## config.mk

```make
export PLATFORM = sky130hd
export DESIGN_NAME = smic_counter
export DESIGN_NICKNAME = d
export VERILOG_FILES = /design/src/design/smic_pkg.sv /design/src/design/smic_counter.sv
export SDC_FILE = /design/constraint.sdc
export NUM_CORES = 1
export LEC_CHECK = 0
export ABC_AREA = 1
export BUFFER_PORTS_ARGS = -buffer_cell sky130_fd_sc_hd__buf_2
export CORE_ASPECT_RATIO = 0.8
export CORE_UTILIZATION = 50
export DETAILED_ROUTE_END_ITERATION = 12
export PLACE_DENSITY = 0.68
export SLEW_MARGIN = 10
export SYNTH_ARGS = -nofsm -noshare
export SYNTH_HDL_FRONTEND = slang
export SYNTH_SLANG_ARGS = --single-unit
```

## constraint.sdc

```tcl
create_clock -name clock_i -period 3 [get_ports clock_i]
set_input_delay 0 -clock clock_i [delete_from_list [all_inputs] [get_ports clock_i]]
set_output_delay 0 -clock clock_i [all_outputs]
set_load 0.02 [all_outputs]
```

## src/design/smic_pkg.sv

```systemverilog
// package for the six-mode interval counter channel: register map, fields, reset values
// assumes one 100 MHz system clock; counter clock and gate arrive synchronous to it
//
// Overview of operation
// - a counter clock pulse is rise then fall; a trigger is a gate rising edge
// - mode 0 output low after control write, high at zero until rewritten
// - mode 0 loads count on next pulse without decrement; output rises N+1 later
// - mode 0 two-byte: first byte halts counting, output low at once; second loads
// - mode 0 gate enables counting only; count still loads while gate is low
// - mode 1 armed by count write; trigger loads and drives output low N pulses
// - mode 1 new count waits for a retrigger before it takes effect
// - mode 2 output low one pulse at count 1, then reload, period N
// - mode 2 gate low stops counting, forces output high; trigger reloads
// - mode 2 new count takes effect on trigger or at period end
// - initial count 0 counts as 65536 binary or 10000 decimal
// - mode 3 square wave, high first half, period N pulses
// - mode 3 even count loads N, steps by two, toggles and reloads on expiry
// - mode 3 odd count loads N-1, high (N+1)/2 and low (N-1)/2 pulses
// - mode 3 gate low stops counting, forces output high; trigger reloads
// - mode 3 new count takes effect on trigger or at half-cycle end
// - mode 4 count write starts sequence, strobe low one pulse N+1 later
// - mode 4 two-byte: first byte leaves counting alone, second byte loads
// - mode 5 trigger loads on next pulse, strobe N+1 pulses after trigger
// - mode 5 new count waits for a trigger before it takes effect
// - counts load and decrement on the falling edge of the counter clock
// - gate rise is caught in a flop, sampled at next counter rise, then cleared
// - control word write resets control logic and sets output's initial state
// - modes 0,1,4,5 wrap to FFFF or 9999; modes 2,3 reload
`default_nettype none

package smic_pkg;

  // counting modes, in control word order
  typedef enum logic [2:0] {
    SMIC_M_TERMINAL,
    SMIC_M_ONESHOT,
    SMIC_M_RATE,
    SMIC_M_SQUARE,
    SMIC_M_SWSTROBE,
    SMIC_M_HWSTROBE
  } smic_mode_t;

  // register offsets
  localparam logic [1:0] SMIC_ADDR_CTRL   = 2'h0;
  localparam logic [1:0] SMIC_ADDR_COUNT  = 2'h1;
  localparam logic [1:0] SMIC_ADDR_STATUS = 2'h2;
  localparam logic [1:0] SMIC_ADDR_ELEM   = 2'h3;

  // control word fields
  localparam int SMIC_CW_BCD  = 0;
  localparam int SMIC_CW_MODE = 1;
  localparam int SMIC_CW_TWO  = 4;

  // status field positions
  localparam int SMIC_ST_BCD  = 0;
  localparam int SMIC_ST_MODE = 1;
  localparam int SMIC_ST_TWO  = 4;
  localparam int SMIC_ST_NULL = 6;
  localparam int SMIC_ST_OUT  = 7;

  // reset values and count landmarks
  localparam logic [15:0] SMIC_RST_COUNT = 16'h0000;
  localparam logic        SMIC_RST_OUT   = 1'b1;
  localparam logic [15:0] SMIC_CNT_ONE   = 16'h0001;
  localparam logic [15:0] SMIC_CNT_TWO   = 16'h0002;
  localparam logic [15:0] SMIC_CNT_ZERO  = 16'h0000;

  // decrement by one, binary or four-digit decimal, wrapping at zero
  function automatic logic [15:0] smic_dec(input logic [15:0] v, input logic bcd);
    logic [15:0] r;
    logic        borrow;
    r      = v;
    borrow = 1'b1;
    if (!bcd) begin
      r = v - 16'h0001;
    end else begin
      for (int i = 0; i < 4; i++) begin
        if (borrow) begin
          if (r[i*4 +: 4] == 4'h0) begin
            r[i*4 +: 4] = 4'h9;
          end else begin
            r[i*4 +: 4] = r[i*4 +: 4] - 4'h1;
            borrow      = 1'b0;
          end
        end
      end
    end
    return r;
  endfunction

endpackage

`default_nettype wire
```

## src/design/smic_counter.sv

```systemverilog
// one programmable 16-bit down-counter channel with six counting modes
// assumes counter clock and gate are synchronous inputs, slower than clock_i
//
// The strobed register port and the placing of the registers were chosen for this implementation.
`default_nettype none

module smic_counter (
  // system
  input  wire logic        clock_i,
  input  wire logic        sys_rst_i,
  // register port
  input  wire logic [1:0]  addr_i,
  input  wire logic [7:0]  wdata_i,
  input  wire logic        wr_i,
  input  wire logic        rd_i,
  output logic      [15:0] rdata_o,
  // counter pins
  input  wire logic        cnt_clk_i,
  input  wire logic        gate_i,
  output logic             out_o
);

  ////////////////////////////////////////////////////////////////////////////
  // edge capture of counter clock and gate

  logic cclk_q,  cclk_d;
  logic gprev_q, gprev_d;
  logic trig_q,  trig_d;
  logic trigs_q, trigs_d;
  logic gates_q, gates_d;
  logic cclk_rise;
  logic cclk_fall;
  logic gate_rise;

  // pulse edges and latched trigger
  always_comb begin
    cclk_rise = cnt_clk_i & ~cclk_q;
    cclk_fall = ~cnt_clk_i & cclk_q;
    gate_rise = gate_i & ~gprev_q;
    cclk_d    = cnt_clk_i;
    gprev_d   = gate_i;
    trig_d    = trig_q;
    trigs_d   = trigs_q;
    gates_d   = gates_q;
    if (cclk_rise) begin
      trigs_d = trig_q;
      gates_d = gate_i;
      trig_d  = 1'b0;                             // cleared once sampled
    end
    if (gate_rise) begin
      trig_d = 1'b1;                              // new edge wins over clear
    end
  end

  always_ff @(posedge clock_i) begin
    if (sys_rst_i) begin
      cclk_q  <= 1'b0;
      gprev_q <= 1'b1;                            // gate idles high, no false edge after reset
      trig_q  <= 1'b0;
      trigs_q <= 1'b0;
      gates_q <= 1'b0;
    end else begin
      cclk_q  <= cclk_d;
      gprev_q <= gprev_d;
      trig_q  <= trig_d;
      trigs_q <= trigs_d;
      gates_q <= gates_d;
    end
  end

  ////////////////////////////////////////////////////////////////////////////
  // counting core and register port

  smic_pkg::smic_mode_t mode_q, mode_d;
  logic        bcd_q,   bcd_d;
  logic        two_q,   two_d;
  logic [15:0] cr_q,    cr_d;       // count register
  logic [15:0] ce_q,    ce_d;       // counting element
  logic        out_q,   out_d;
  logic        null_q,  null_d;
  logic        crv_q,   crv_d;      // a count has been written
  logic        lpend_q, lpend_d;    // load on next pulse
  logic        run_q,   run_d;
  logic        lsbw_q,  lsbw_d;     // first byte written, second awaited
  logic        extra_q, extra_d;    // odd square wave, one extra high pulse
  logic [15:0] rdata_q, rdata_d;
  logic [15:0] dec1;
  logic [15:0] dec2;
  logic [15:0] even_cr;
  logic        trig_load;
  logic        wr_ctrl;
  logic        wr_cnt;
  logic        commit;

  always_comb begin
    dec1      = smic_pkg::smic_dec(ce_q, bcd_q);    // wraps to FFFF or 9999
    dec2      = smic_pkg::smic_dec(dec1, bcd_q);
    even_cr   = {cr_q[15:1], 1'b0};                 // odd count loads N-1
    trig_load = cclk_fall & trigs_q & crv_q;
    wr_ctrl   = wr_i & (addr_i == smic_pkg::SMIC_ADDR_CTRL);
    wr_cnt    = wr_i & (addr_i == smic_pkg::SMIC_ADDR_COUNT);
    commit    = wr_cnt & (~two_q | lsbw_q);
    mode_d    = mode_q;
    bcd_d     = bcd_q;
    two_d     = two_q;
    cr_d      = cr_q;
    ce_d      = ce_q;
    out_d     = out_q;
    null_d    = null_q;
    crv_d     = crv_q;
    lpend_d   = lpend_q;
    run_d     = run_q;
    lsbw_d    = lsbw_q;
    extra_d   = extra_q;
    rdata_d   = 16'h0000;

    // counting on the falling edge of the counter clock
    if (cclk_fall) begin
      case (mode_q)
        smic_pkg::SMIC_M_TERMINAL: begin
          if (lpend_q) begin
            ce_d    = cr_q;                         // load, no decrement
            lpend_d = 1'b0;
            run_d   = 1'b1;
            null_d  = 1'b0;
          end else if (run_q && gates_q && !lsbw_q) begin
            ce_d = dec1;                            // gate level enables
            if (ce_q == smic_pkg::SMIC_CNT_ONE) begin
              out_d = 1'b1;                         // reached zero
            end
          end
        end
        smic_pkg::SMIC_M_ONESHOT: begin
          if (trig_load) begin
            ce_d   = cr_q;                          // trigger loads, output low
            out_d  = 1'b0;
            run_d  = 1'b1;
            null_d = 1'b0;
          end else begin
            ce_d = dec1;                            // gate level ignored
            if (run_q && ce_q == smic_pkg::SMIC_CNT_ONE) begin
              out_d = 1'b1;
              run_d = 1'b0;
            end
          end
        end
        smic_pkg::SMIC_M_RATE: begin
          if (lpend_q || trig_load) begin
            ce_d    = cr_q;                         // first load or trigger reload
            lpend_d = 1'b0;
            run_d   = 1'b1;
            out_d   = 1'b1;
            null_d  = 1'b0;
          end else if (run_q && gates_q) begin
            if (ce_q == smic_pkg::SMIC_CNT_ONE) begin
              ce_d   = cr_q;                        // period end picks up new count
              out_d  = 1'b1;
              null_d = 1'b0;
            end else begin
              ce_d = dec1;
              if (ce_q == smic_pkg::SMIC_CNT_TWO) begin
                out_d = 1'b0;                       // low for one pulse at 1
              end
            end
          end
        end
        smic_pkg::SMIC_M_SQUARE: begin
          if (lpend_q || trig_load) begin
            ce_d    = even_cr;
            lpend_d = 1'b0;
            run_d   = 1'b1;
            out_d   = 1'b1;
            extra_d = 1'b0;
            null_d  = 1'b0;
          end else if (run_q && gates_q) begin
            if (extra_q) begin
              out_d   = 1'b0;                       // odd count, late fall
              ce_d    = even_cr;
              extra_d = 1'b0;
              null_d  = 1'b0;
            end else if (ce_q == smic_pkg::SMIC_CNT_TWO) begin
              if (out_q && cr_q[0]) begin
                ce_d    = smic_pkg::SMIC_CNT_ZERO;
                extra_d = 1'b1;
              end else begin
                out_d  = ~out_q;                    // half-cycle end
                ce_d   = even_cr;
                null_d = 1'b0;
              end
            end else begin
              ce_d = dec2;                          // steps by two
            end
          end
        end
        smic_pkg::SMIC_M_SWSTROBE: begin
          if (!out_q) begin
            out_d = 1'b1;                           // strobe lasts one pulse
          end
          if (lpend_q) begin
            ce_d    = cr_q;                         // load, no decrement
            lpend_d = 1'b0;
            run_d   = 1'b1;
            null_d  = 1'b0;
          end else if (gates_q) begin
            ce_d = dec1;
            if (run_q && ce_q == smic_pkg::SMIC_CNT_ONE) begin
              out_d = 1'b0;
              run_d = 1'b0;
            end
          end
        end
        smic_pkg::SMIC_M_HWSTROBE: begin
          if (!out_q) begin
            out_d = 1'b1;
          end
          if (trig_load) begin
            ce_d   = cr_q;                          // load on pulse after trigger
            run_d  = 1'b1;
            null_d = 1'b0;
          end else begin
            ce_d = dec1;
            if (run_q && ce_q == smic_pkg::SMIC_CNT_ONE) begin
              out_d = 1'b0;
              run_d = 1'b0;
            end
          end
        end
        default: begin
          ce_d = ce_q;
        end
      endcase
    end

    // gate low in modes 2 and 3 forces a low output high at once
    if (!gate_i && !out_q && (mode_q == smic_pkg::SMIC_M_RATE ||
        mode_q == smic_pkg::SMIC_M_SQUARE)) begin
      out_d   = 1'b1;
      extra_d = 1'b0;
    end

    // count byte writes
    if (wr_cnt) begin
      if (two_q && !lsbw_q) begin
        cr_d[7:0] = wdata_i;
        lsbw_d    = 1'b1;
        if (mode_q == smic_pkg::SMIC_M_TERMINAL) begin
          out_d = 1'b0;                             // halt and force low
        end
      end else if (two_q) begin
        cr_d[15:8] = wdata_i;
        lsbw_d     = 1'b0;
      end else begin
        cr_d = {8'h00, wdata_i};
      end
    end
    if (commit) begin
      null_d = 1'b1;
      crv_d  = 1'b1;
      case (mode_q)
        smic_pkg::SMIC_M_TERMINAL: begin
          out_d   = 1'b0;
          lpend_d = 1'b1;
        end
        smic_pkg::SMIC_M_SWSTROBE: begin
          lpend_d = 1'b1;                           // write starts sequence
        end
        smic_pkg::SMIC_M_RATE, smic_pkg::SMIC_M_SQUARE: begin
          lpend_d = ~run_q;                         // running period undisturbed
        end
        default: begin
          lpend_d = 1'b0;                           // armed, waits for trigger
        end
      endcase
    end

    // control word resets the channel
    if (wr_ctrl) begin
      bcd_d   = wdata_i[smic_pkg::SMIC_CW_BCD];
      two_d   = wdata_i[smic_pkg::SMIC_CW_TWO];
      mode_d  = (wdata_i[smic_pkg::SMIC_CW_MODE + 1 +: 2] == 2'b11) ?
                smic_pkg::smic_mode_t'({1'b0, wdata_i[smic_pkg::SMIC_CW_MODE +: 2]}) :
                smic_pkg::smic_mode_t'(wdata_i[smic_pkg::SMIC_CW_MODE +: 3]);
      out_d   = (mode_d != smic_pkg::SMIC_M_TERMINAL);  // mode 0 starts low
      null_d  = 1'b1;
      crv_d   = 1'b0;
      lpend_d = 1'b0;
      run_d   = 1'b0;
      lsbw_d  = 1'b0;
      extra_d = 1'b0;
    end

    // register reads, data in following cycle
    if (rd_i) begin
      case (addr_i)
        smic_pkg::SMIC_ADDR_CTRL:   rdata_d = {11'h000, two_q, mode_q, bcd_q};
        smic_pkg::SMIC_ADDR_COUNT:  rdata_d = cr_q;
        smic_pkg::SMIC_ADDR_STATUS: rdata_d = {8'h00, out_q, null_q, 1'b0, two_q, mode_q, bcd_q};
        default:                    rdata_d = ce_q;
      endcase
    end
  end

  always_ff @(posedge clock_i) begin
    if (sys_rst_i) begin
      mode_q  <= smic_pkg::SMIC_M_TERMINAL;
      bcd_q   <= 1'b0;
      two_q   <= 1'b0;
      cr_q    <= smic_pkg::SMIC_RST_COUNT;
      ce_q    <= smic_pkg::SMIC_RST_COUNT;
      out_q   <= smic_pkg::SMIC_RST_OUT;
      null_q  <= 1'b0;
      crv_q   <= 1'b0;
      lpend_q <= 1'b0;
      run_q   <= 1'b0;
      lsbw_q  <= 1'b0;
      extra_q <= 1'b0;
      rdata_q <= 16'h0000;
    end else begin
      mode_q  <= mode_d;
      bcd_q   <= bcd_d;
      two_q   <= two_d;
      cr_q    <= cr_d;
      ce_q    <= ce_d;
      out_q   <= out_d;
      null_q  <= null_d;
      crv_q   <= crv_d;
      lpend_q <= lpend_d;
      run_q   <= run_d;
      lsbw_q  <= lsbw_d;
      extra_q <= extra_d;
      rdata_q <= rdata_d;
    end
  end

  // outputs straight from flops
  assign out_o   = out_q;
  assign rdata_o = rdata_q;

  ////////////////////////////////////////////////////////////////////////////
  // checks

  AST_CTRL_INIT: assert property (@(posedge clock_i) disable iff (sys_rst_i)
    wr_ctrl |=> (out_q == (mode_q != smic_pkg::SMIC_M_TERMINAL)) && !run_q && null_q)
    else $error("control write did not reset channel");

  AST_M0_FIRST_BYTE: assert property (@(posedge clock_i) disable iff (sys_rst_i)
    wr_cnt && two_q && !lsbw_q && !wr_ctrl && mode_q == smic_pkg::SMIC_M_TERMINAL
    |=> !out_q && lsbw_q)
    else $error("first byte did not halt mode 0");

  AST_TRIG_CATCH: assert property (@(posedge clock_i) disable iff (sys_rst_i)
    gate_rise |=> trig_q)
    else $error("gate edge not caught");

  AST_TRIG_CLEAR: assert property (@(posedge clock_i) disable iff (sys_rst_i)
    cclk_rise && !gate_rise |=> !trig_q && (trigs_q == $past(trig_q)))
    else $error("trigger flop not sampled and cleared");

  AST_CE_ON_FALL: assert property (@(posedge clock_i) disable iff (sys_rst_i)
    !cclk_fall |=> $stable(ce_q))
    else $error("counting element moved off a falling edge");

  AST_GATE_LOW_HIGH: assert property (@(posedge clock_i) disable iff (sys_rst_i)
    !gate_i && !out_q && mode_q == smic_pkg::SMIC_M_RATE && !wr_ctrl |=> out_q)
    else $error("mode 2 gate low did not raise output");

  AST_SQ_GATE_LOW: assert property (@(posedge clock_i) disable iff (sys_rst_i)
    !gate_i && !out_q && mode_q == smic_pkg::SMIC_M_SQUARE && !wr_ctrl |=> out_q)
    else $error("mode 3 gate low did not raise output");

  AST_M1_TRIGGER: assert property (@(posedge clock_i) disable iff (sys_rst_i)
    trig_load && mode_q == smic_pkg::SMIC_M_ONESHOT && !wr_i
    |=> !out_q && ce_q == $past(cr_q))
    else $error("mode 1 trigger did not start one-shot");

  AST_M0_ZERO: assert property (@(posedge clock_i) disable iff (sys_rst_i)
    cclk_fall && mode_q == smic_pkg::SMIC_M_TERMINAL && run_q && gates_q && !lpend_q &&
    !lsbw_q && ce_q == smic_pkg::SMIC_CNT_ONE && !wr_i |=> out_q && ce_q == 16'h0000)
    else $error("mode 0 output not high at zero");

  AST_M2_RELOAD: assert property (@(posedge clock_i) disable iff (sys_rst_i)
    cclk_fall && mode_q == smic_pkg::SMIC_M_RATE && run_q && gates_q && !lpend_q &&
    !trig_load && ce_q == smic_pkg::SMIC_CNT_ONE && !wr_i |=> out_q && ce_q == $past(cr_q))
    else $error("mode 2 did not reload after low pulse");

  AST_STROBE_ONE: assert property (@(posedge clock_i) disable iff (sys_rst_i)
    mode_q == smic_pkg::SMIC_M_SWSTROBE && !out_q && !cclk_fall && !wr_i |=> !out_q)
    else $error("mode 4 strobe ended early");

  AST_STROBE_END: assert property (@(posedge clock_i) disable iff (sys_rst_i)
    mode_q == smic_pkg::SMIC_M_SWSTROBE && !out_q && cclk_fall && !wr_ctrl |=> out_q)
    else $error("mode 4 strobe lasted past one pulse");

endmodule

`default_nettype wire

```

; After elaboration in Yosys (flattened, before gate mapping)
; Cells that the tools add are included.
[classes]
n_addsub = 10
n_eq_ne = 25
muxes = 113
n_bitwise = 17
reduce_logical = 46
[op_table]
columns = cell, n
row1 = $mux W16, 15
row2 = $pmux W16 S5, 1
row3 = $mux W1, 73
row4 = $mux W4, 14
row5 = $pmux W16 S3, 1
row6 = $logic_not A4 Y1, 8
row7 = $sub A16 B1 Y16 const B, 2
row8 = $sub A4 B1 Y4 const B, 8
row9 = $mux W8, 3
row10 = $eq A16 B1 Y1 const B, 1
row11 = $eq A16 B2 Y1 const B, 1
row12 = $ne A5 B5 Y1 const B, 3
row13 = $ne A3 B3 Y1 const B, 4
row14 = $ne A6 B6 Y1 const B, 2
row15 = $reduce_or A2 Y1, 5
row16 = $reduce_and A9 Y1, 1
row17 = $reduce_bool A3 Y1, 3
row18 = $and A1 B1 Y1, 8
row19 = $ne A4 B1 Y1 const B, 2
row20 = $not A1 Y1, 8
row21 = $pmux W1 S4, 2
row22 = $reduce_bool A2 Y1, 4
row23 = $logic_and A1 B1 Y1, 7
row24 = $eq A3 B2 Y1 const B, 2
row25 = other kinds (23), 33
[word_totals]
regBits = 65
input_bits = 16
output_inout_bits = 17
wordCells = 230

; Depth between registers and ports, before layout
[logic_depth]
ltp_word = 23
depth_mapped = 21
ltp_nobuf = 21

; Least setup slack after synthesis
; Ideal clock, no wire load.
[synth_path]
kind = register to register
startpoint = register ce_q[0]
endpoint = register ce_q[14]
setup_time_ns = 0.109
t_arrival_ns = 2.198
required_time_ns = 2.891
slack_ns = 0.693
stages_incl_launch_ff = 20
path_buffers = 0
period_less_slack_ns = 2.307
path_cell_list = dfxtp_1 > inv_1 > ha_1 > inv_1 > nor2_2 > nand3_2 > nand2_2 > nand2_2 > nand2_4 > nand2_4 > nor2_8 > nand2_4 > nor2_4 > nand3_1 > nand2_1 > nand2_1 > o21ai_1 > nand3_1 > nand2_1 > inv_1
[synth_via]
elab_chain_len = 18
elab_cells_between_ends = 46
classes_between = add/sub: 4 / eq/ne: 2 / mux: 35 / reduce/logical: 5
[synth_rtl]
columns = item, line
row1 = start: declaration, smic_counter.sv:78  ; logic [15:0] ce_q, ce_d;
row2 = start signal: assignment, smic_counter.sv:309  ; ce_q <= smic_pkg::SMIC_RST_COUNT;
row3 = "parallel branches: the longest is 17 deep, another holds $sub A16 B1 Y16", -
row4 = $pmux W16 S5 (*), smic_counter.sv:119  ; case (mode_q)
; Every way passes the cells marked *. The select of a mux whose other input is x is not followed.
; A chain may end at the register's enable or synchronous reset.

; Final worst setup path
[layout_path]
startpoint = register ce_q[10]
endpoint = register ce_q[1]
[layout_via]
elab_chain_len = 6
elab_cells_between_ends = 10
classes_between = eq/ne: 2 / mux: 8
[layout_rtl]
columns = item, line
row1 = $eq A16 B2 Y1, smic_counter.sv:181  ; end else if (ce_q == smic_pkg::SMIC_CNT_TWO) begin
row2 = $mux W16, smic_counter.sv:181
row3 = $mux W16, smic_counter.sv:176  ; if (extra_q) begin
row4 = $mux W16, smic_counter.sv:175  ; end else if (run_q && gates_q) begin
row5 = $mux W16, smic_counter.sv:168  ; if (lpend_q || trig_load) begin
row6 = $pmux W16 S5 (*), smic_counter.sv:119
; Mark *: on every way between the ends. The rest lies on a longest branch, timed or not. The select of a mux whose other input is x is not followed.

==> flow_metrics.tcl <==
set metrics [dict create \
    cts-buffers-inserted 9 \
    core_region_area_sq_um 9810 \
    place_area_sq_um 5500 \
    cap_violations 0 \
    drc_errors 0 \
    crit_path_start_kind "register" \
    ant_nets 0 \
    async_flop_share_pct 0 \
    rsz0062_at_grt "no" \
    ys_types 44 \
    cp_slowest_cell "nor2_1" \
    critical_path_required_ps 3290 \
    grt_pass1_vias 5556 \
    synth_top_cell_area_share_pct 25.3 \
    ios 33 \
    synth_commonest_cells "nand2_1 (213), inv_1 (123), a21oi_1 (90)" \
    port-buffer-count 32 \
    vias 6063 \
    critPathMaxStageDelay_ps 380 \
    worstMarginPinSlew_ps 543 \
    grt_max_degree 26 \
    cp_top_family "simple AND/OR/NAND/NOR gates" \
    finalSetupTns_ps 0 \
    syn_area_per_cell_sq_um 6.01 \
    dp_hpwl_mm 14.1 \
    routed_wl_mm 18.7 \
    status "complete, no violations" \
    slew_viol_final 0 \
    slew_headroom_pct 63.8 \
    ys_warn_count 0 \
    grt_util_met2_pct 54.7 \
    finalCritPeriodShare_pct 92.5 \
    postLayoutCellArea_sq_um 5920 \
    critPathCaptureType "register" \
    yosysMostFrequentCell "nand2_1" \
    cts.clk_slew.worst_paths_ps 70 \
    clk_latency_ps 350 \
    whs_path_depth 3 \
    wl_per_cell_um 17.9 \
    syn_nets 876 \
    grt-busiest-layer "met2" \
    root_buffer "clkbuf_16" \
    tritoncts "yes" \
    ir_worst_vdd_v 0.000332 \
    syn_area_sq_um 5140 \
    synthTopCellsByArea "dfxtp_1 (25%), nand2_1 (16%), inv_1 (9.0%)" \
    fin_nets 925 \
    use_met1_pct 52.0 \
    stdcell_count 1045 \
    gp_congestion 0.990 \
    drt-pass1-iter-count 6 \
    leakage_nw 2.82 \
    die_h_um 92.7 \
    synth_edf_count 0 \
    reg2regPathDepth 13 \
    worstPathCellList "nor2_1 -> nand2_1 -> nor2_1 -> nand4_1 -> buf_4 -> nand2_1 -> nand3_1 -> nand2_1 -> inv_1 -> o21ai_0 -> nor4_1 -> or2_1 -> inv_1" \
    fillers 987 \
    dr.first_iter.drc_count 692 \
    htree_levels 3 \
    antennaDiodeCount 0 \
    grt.total_usage_pct 36.9 \
    yosysSeqAreaShare_pct 25.3 \
    period_minus_slack_ps 2780 \
    rows 32 \
    die_area_sq_um 10700 \
    area_growth_pct 15.2 \
    final_layout_size_suffix_gt1_share_pct 14.0 \
    cp_common_cell "nand2_1" \
    fmax_mhz 360 \
    fp.dieW_um 115 \
    clockBufferDepth 2 \
    grt_pass1_wl_mm 29.8 \
    dp.cells 1017 \
    antenna_found_initial 0 \
    postCtsSetupRepairBufs 0 \
    hp-class "in -> reg" \
    overflow 0 \
    cp_num_cells 13 \
    cp_max_fo 7 \
    critical_path_class "reg -> reg" \
    numClockSinks 65 \
    viasPerCell 5.80 \
    hold_viol_final 0 \
    initial_core_util_pct 52.4 \
    synth_cells 855 \
    arrival_ps 3070 \
    crit_buf_inv 3 \
    grt_util_met3_pct 10.0 \
    p_per_area_nw_per_um2 476 \
    finClkSkew_ps 9.74 \
    setup_violations 0 \
    p_total_mw 2.82 \
    ys.flop_type "dfxtp_1" \
    netlist.top_cell.by_area "dfxtp_1" \
    synth_seq_cells 65 \
]
-- report_power, final --
group | switching, mW | internal (mW)
registers | 0.0305 | 0.890
logic | 0.604 | 0.261
clock network | 0.458 | 0.575
-- area by class of cell --
cell class              instances  area (sq um)  area share [%]
inverters                     131           499            8.43
multi-input cells             634          3240            54.8
well taps                     136           170            2.87
flip-flops and latches         65          1300            22.0
repair buffers                 63           423            7.14
clock inverters                 7          60.1            1.01
clock buffers                   9           225            3.80
-- per-layer routing --
metal | part of all wire (%) | vias to the layer above
met2 | 41 | 334
met1 | 46 | 2757
li1 | - | 2929
met4 | 2.0 | 0
met5 | 0 | -
met3 | 11 | 43
-- state kept, by name, indices dropped and copies added (netlist names) --
signal   flops
crv_q        1
mode_q       3
gprev_q      1
extra_q      1
two_q        1
out_o        1
bcd_q        1
rdata_o     16
gates_q      1
trig_q       1
trigs_q      1
null_q       1
cr_q        16
ce_q        16
cclk_q       1
lpend_q      1
run_q        1
lsbw_q       1
-- worst reg2reg max path, delay by kind of cell (launching register included) --
kind / cells / cell delay, ps
flip-flops: 1 / 310
AO/OA/AOI/OAI: 1 / 210
AND/OR/NAND/NOR: 9 / 1750
buffers and inverters: 3 / 460
-- through the flow --
| stage | hold WS, ps | worst slack (ps) | util [%] |
|---|---|---|---|
| global route | 120 | 98.6 | 60.4 |
| detailed placement | 263 | 264 | 56.1 |
| global placement | 236 | 346 | 56.1 |
| finish | 83.1 | 224 | 60.4 |
| floorplan | 107 | 693 | - |
| CTS | 75.3 | 235 | 60.2 |
-- path summary, 6_finish.rpt --
check,from,to,slack (ps)
max,ce_q[10]$_SDFFE_PP0P_,ce_q[1]$_SDFFE_PP0P_,220
min,addr_i[1],rdata_o[12]$_SDFF_PP0_,80
max reg2reg,ce_q[10]$_SDFFE_PP0P_,ce_q[1]$_SDFFE_PP0P_,220
min reg2reg,trig_q$_SDFFE_PP0P_,trig_q$_SDFFE_PP0P_,470
-- kinds of logic (layout without fill, tap and decap cells) --
group,after synthesis,count (layout),synth area share [%]
simple gates,427,427,39.4
compound gates,199,199,21.7
buf+inv,156,210,11.8
flops,65,65,25.3
fa+ha+maj,5,5,1.22
xor+xnor,3,3,0.511
-- placed cells by master (no fill, tap or decap), types with 3 or more instances in the layout --
master	instances
buf_2	32
nor2_2	8
o32ai_1	4
nand2_2	10
nor2_4	7
nor2_1	68
nand4_1	14
o31ai_1	5
a21oi_1	90
nand3_1	72
inv_4	3
a31oi_1	3
dfxtp_1	65
dlygate4sd3_1	12
inv_1	122
nor3_1	8
o21ai_0	57
o221ai_1	10
o211ai_1	5
nand3_2	9
a22oi_1	3
clkbuf_16	9
o22ai_1	6
o21ai_1	10
buf_4	19
ha_1	3
inv_2	4
nand2_4	7
nand2_1	213
-- timing repair --
action                                  4_1_cts  5_1_grt
hold buffers                                 12        0
endpoints found under the setup margin        0        4
hold endpoints to repair                     16        0
gates resized for setup                       0        4
Power figures use the tool's default switching activity.
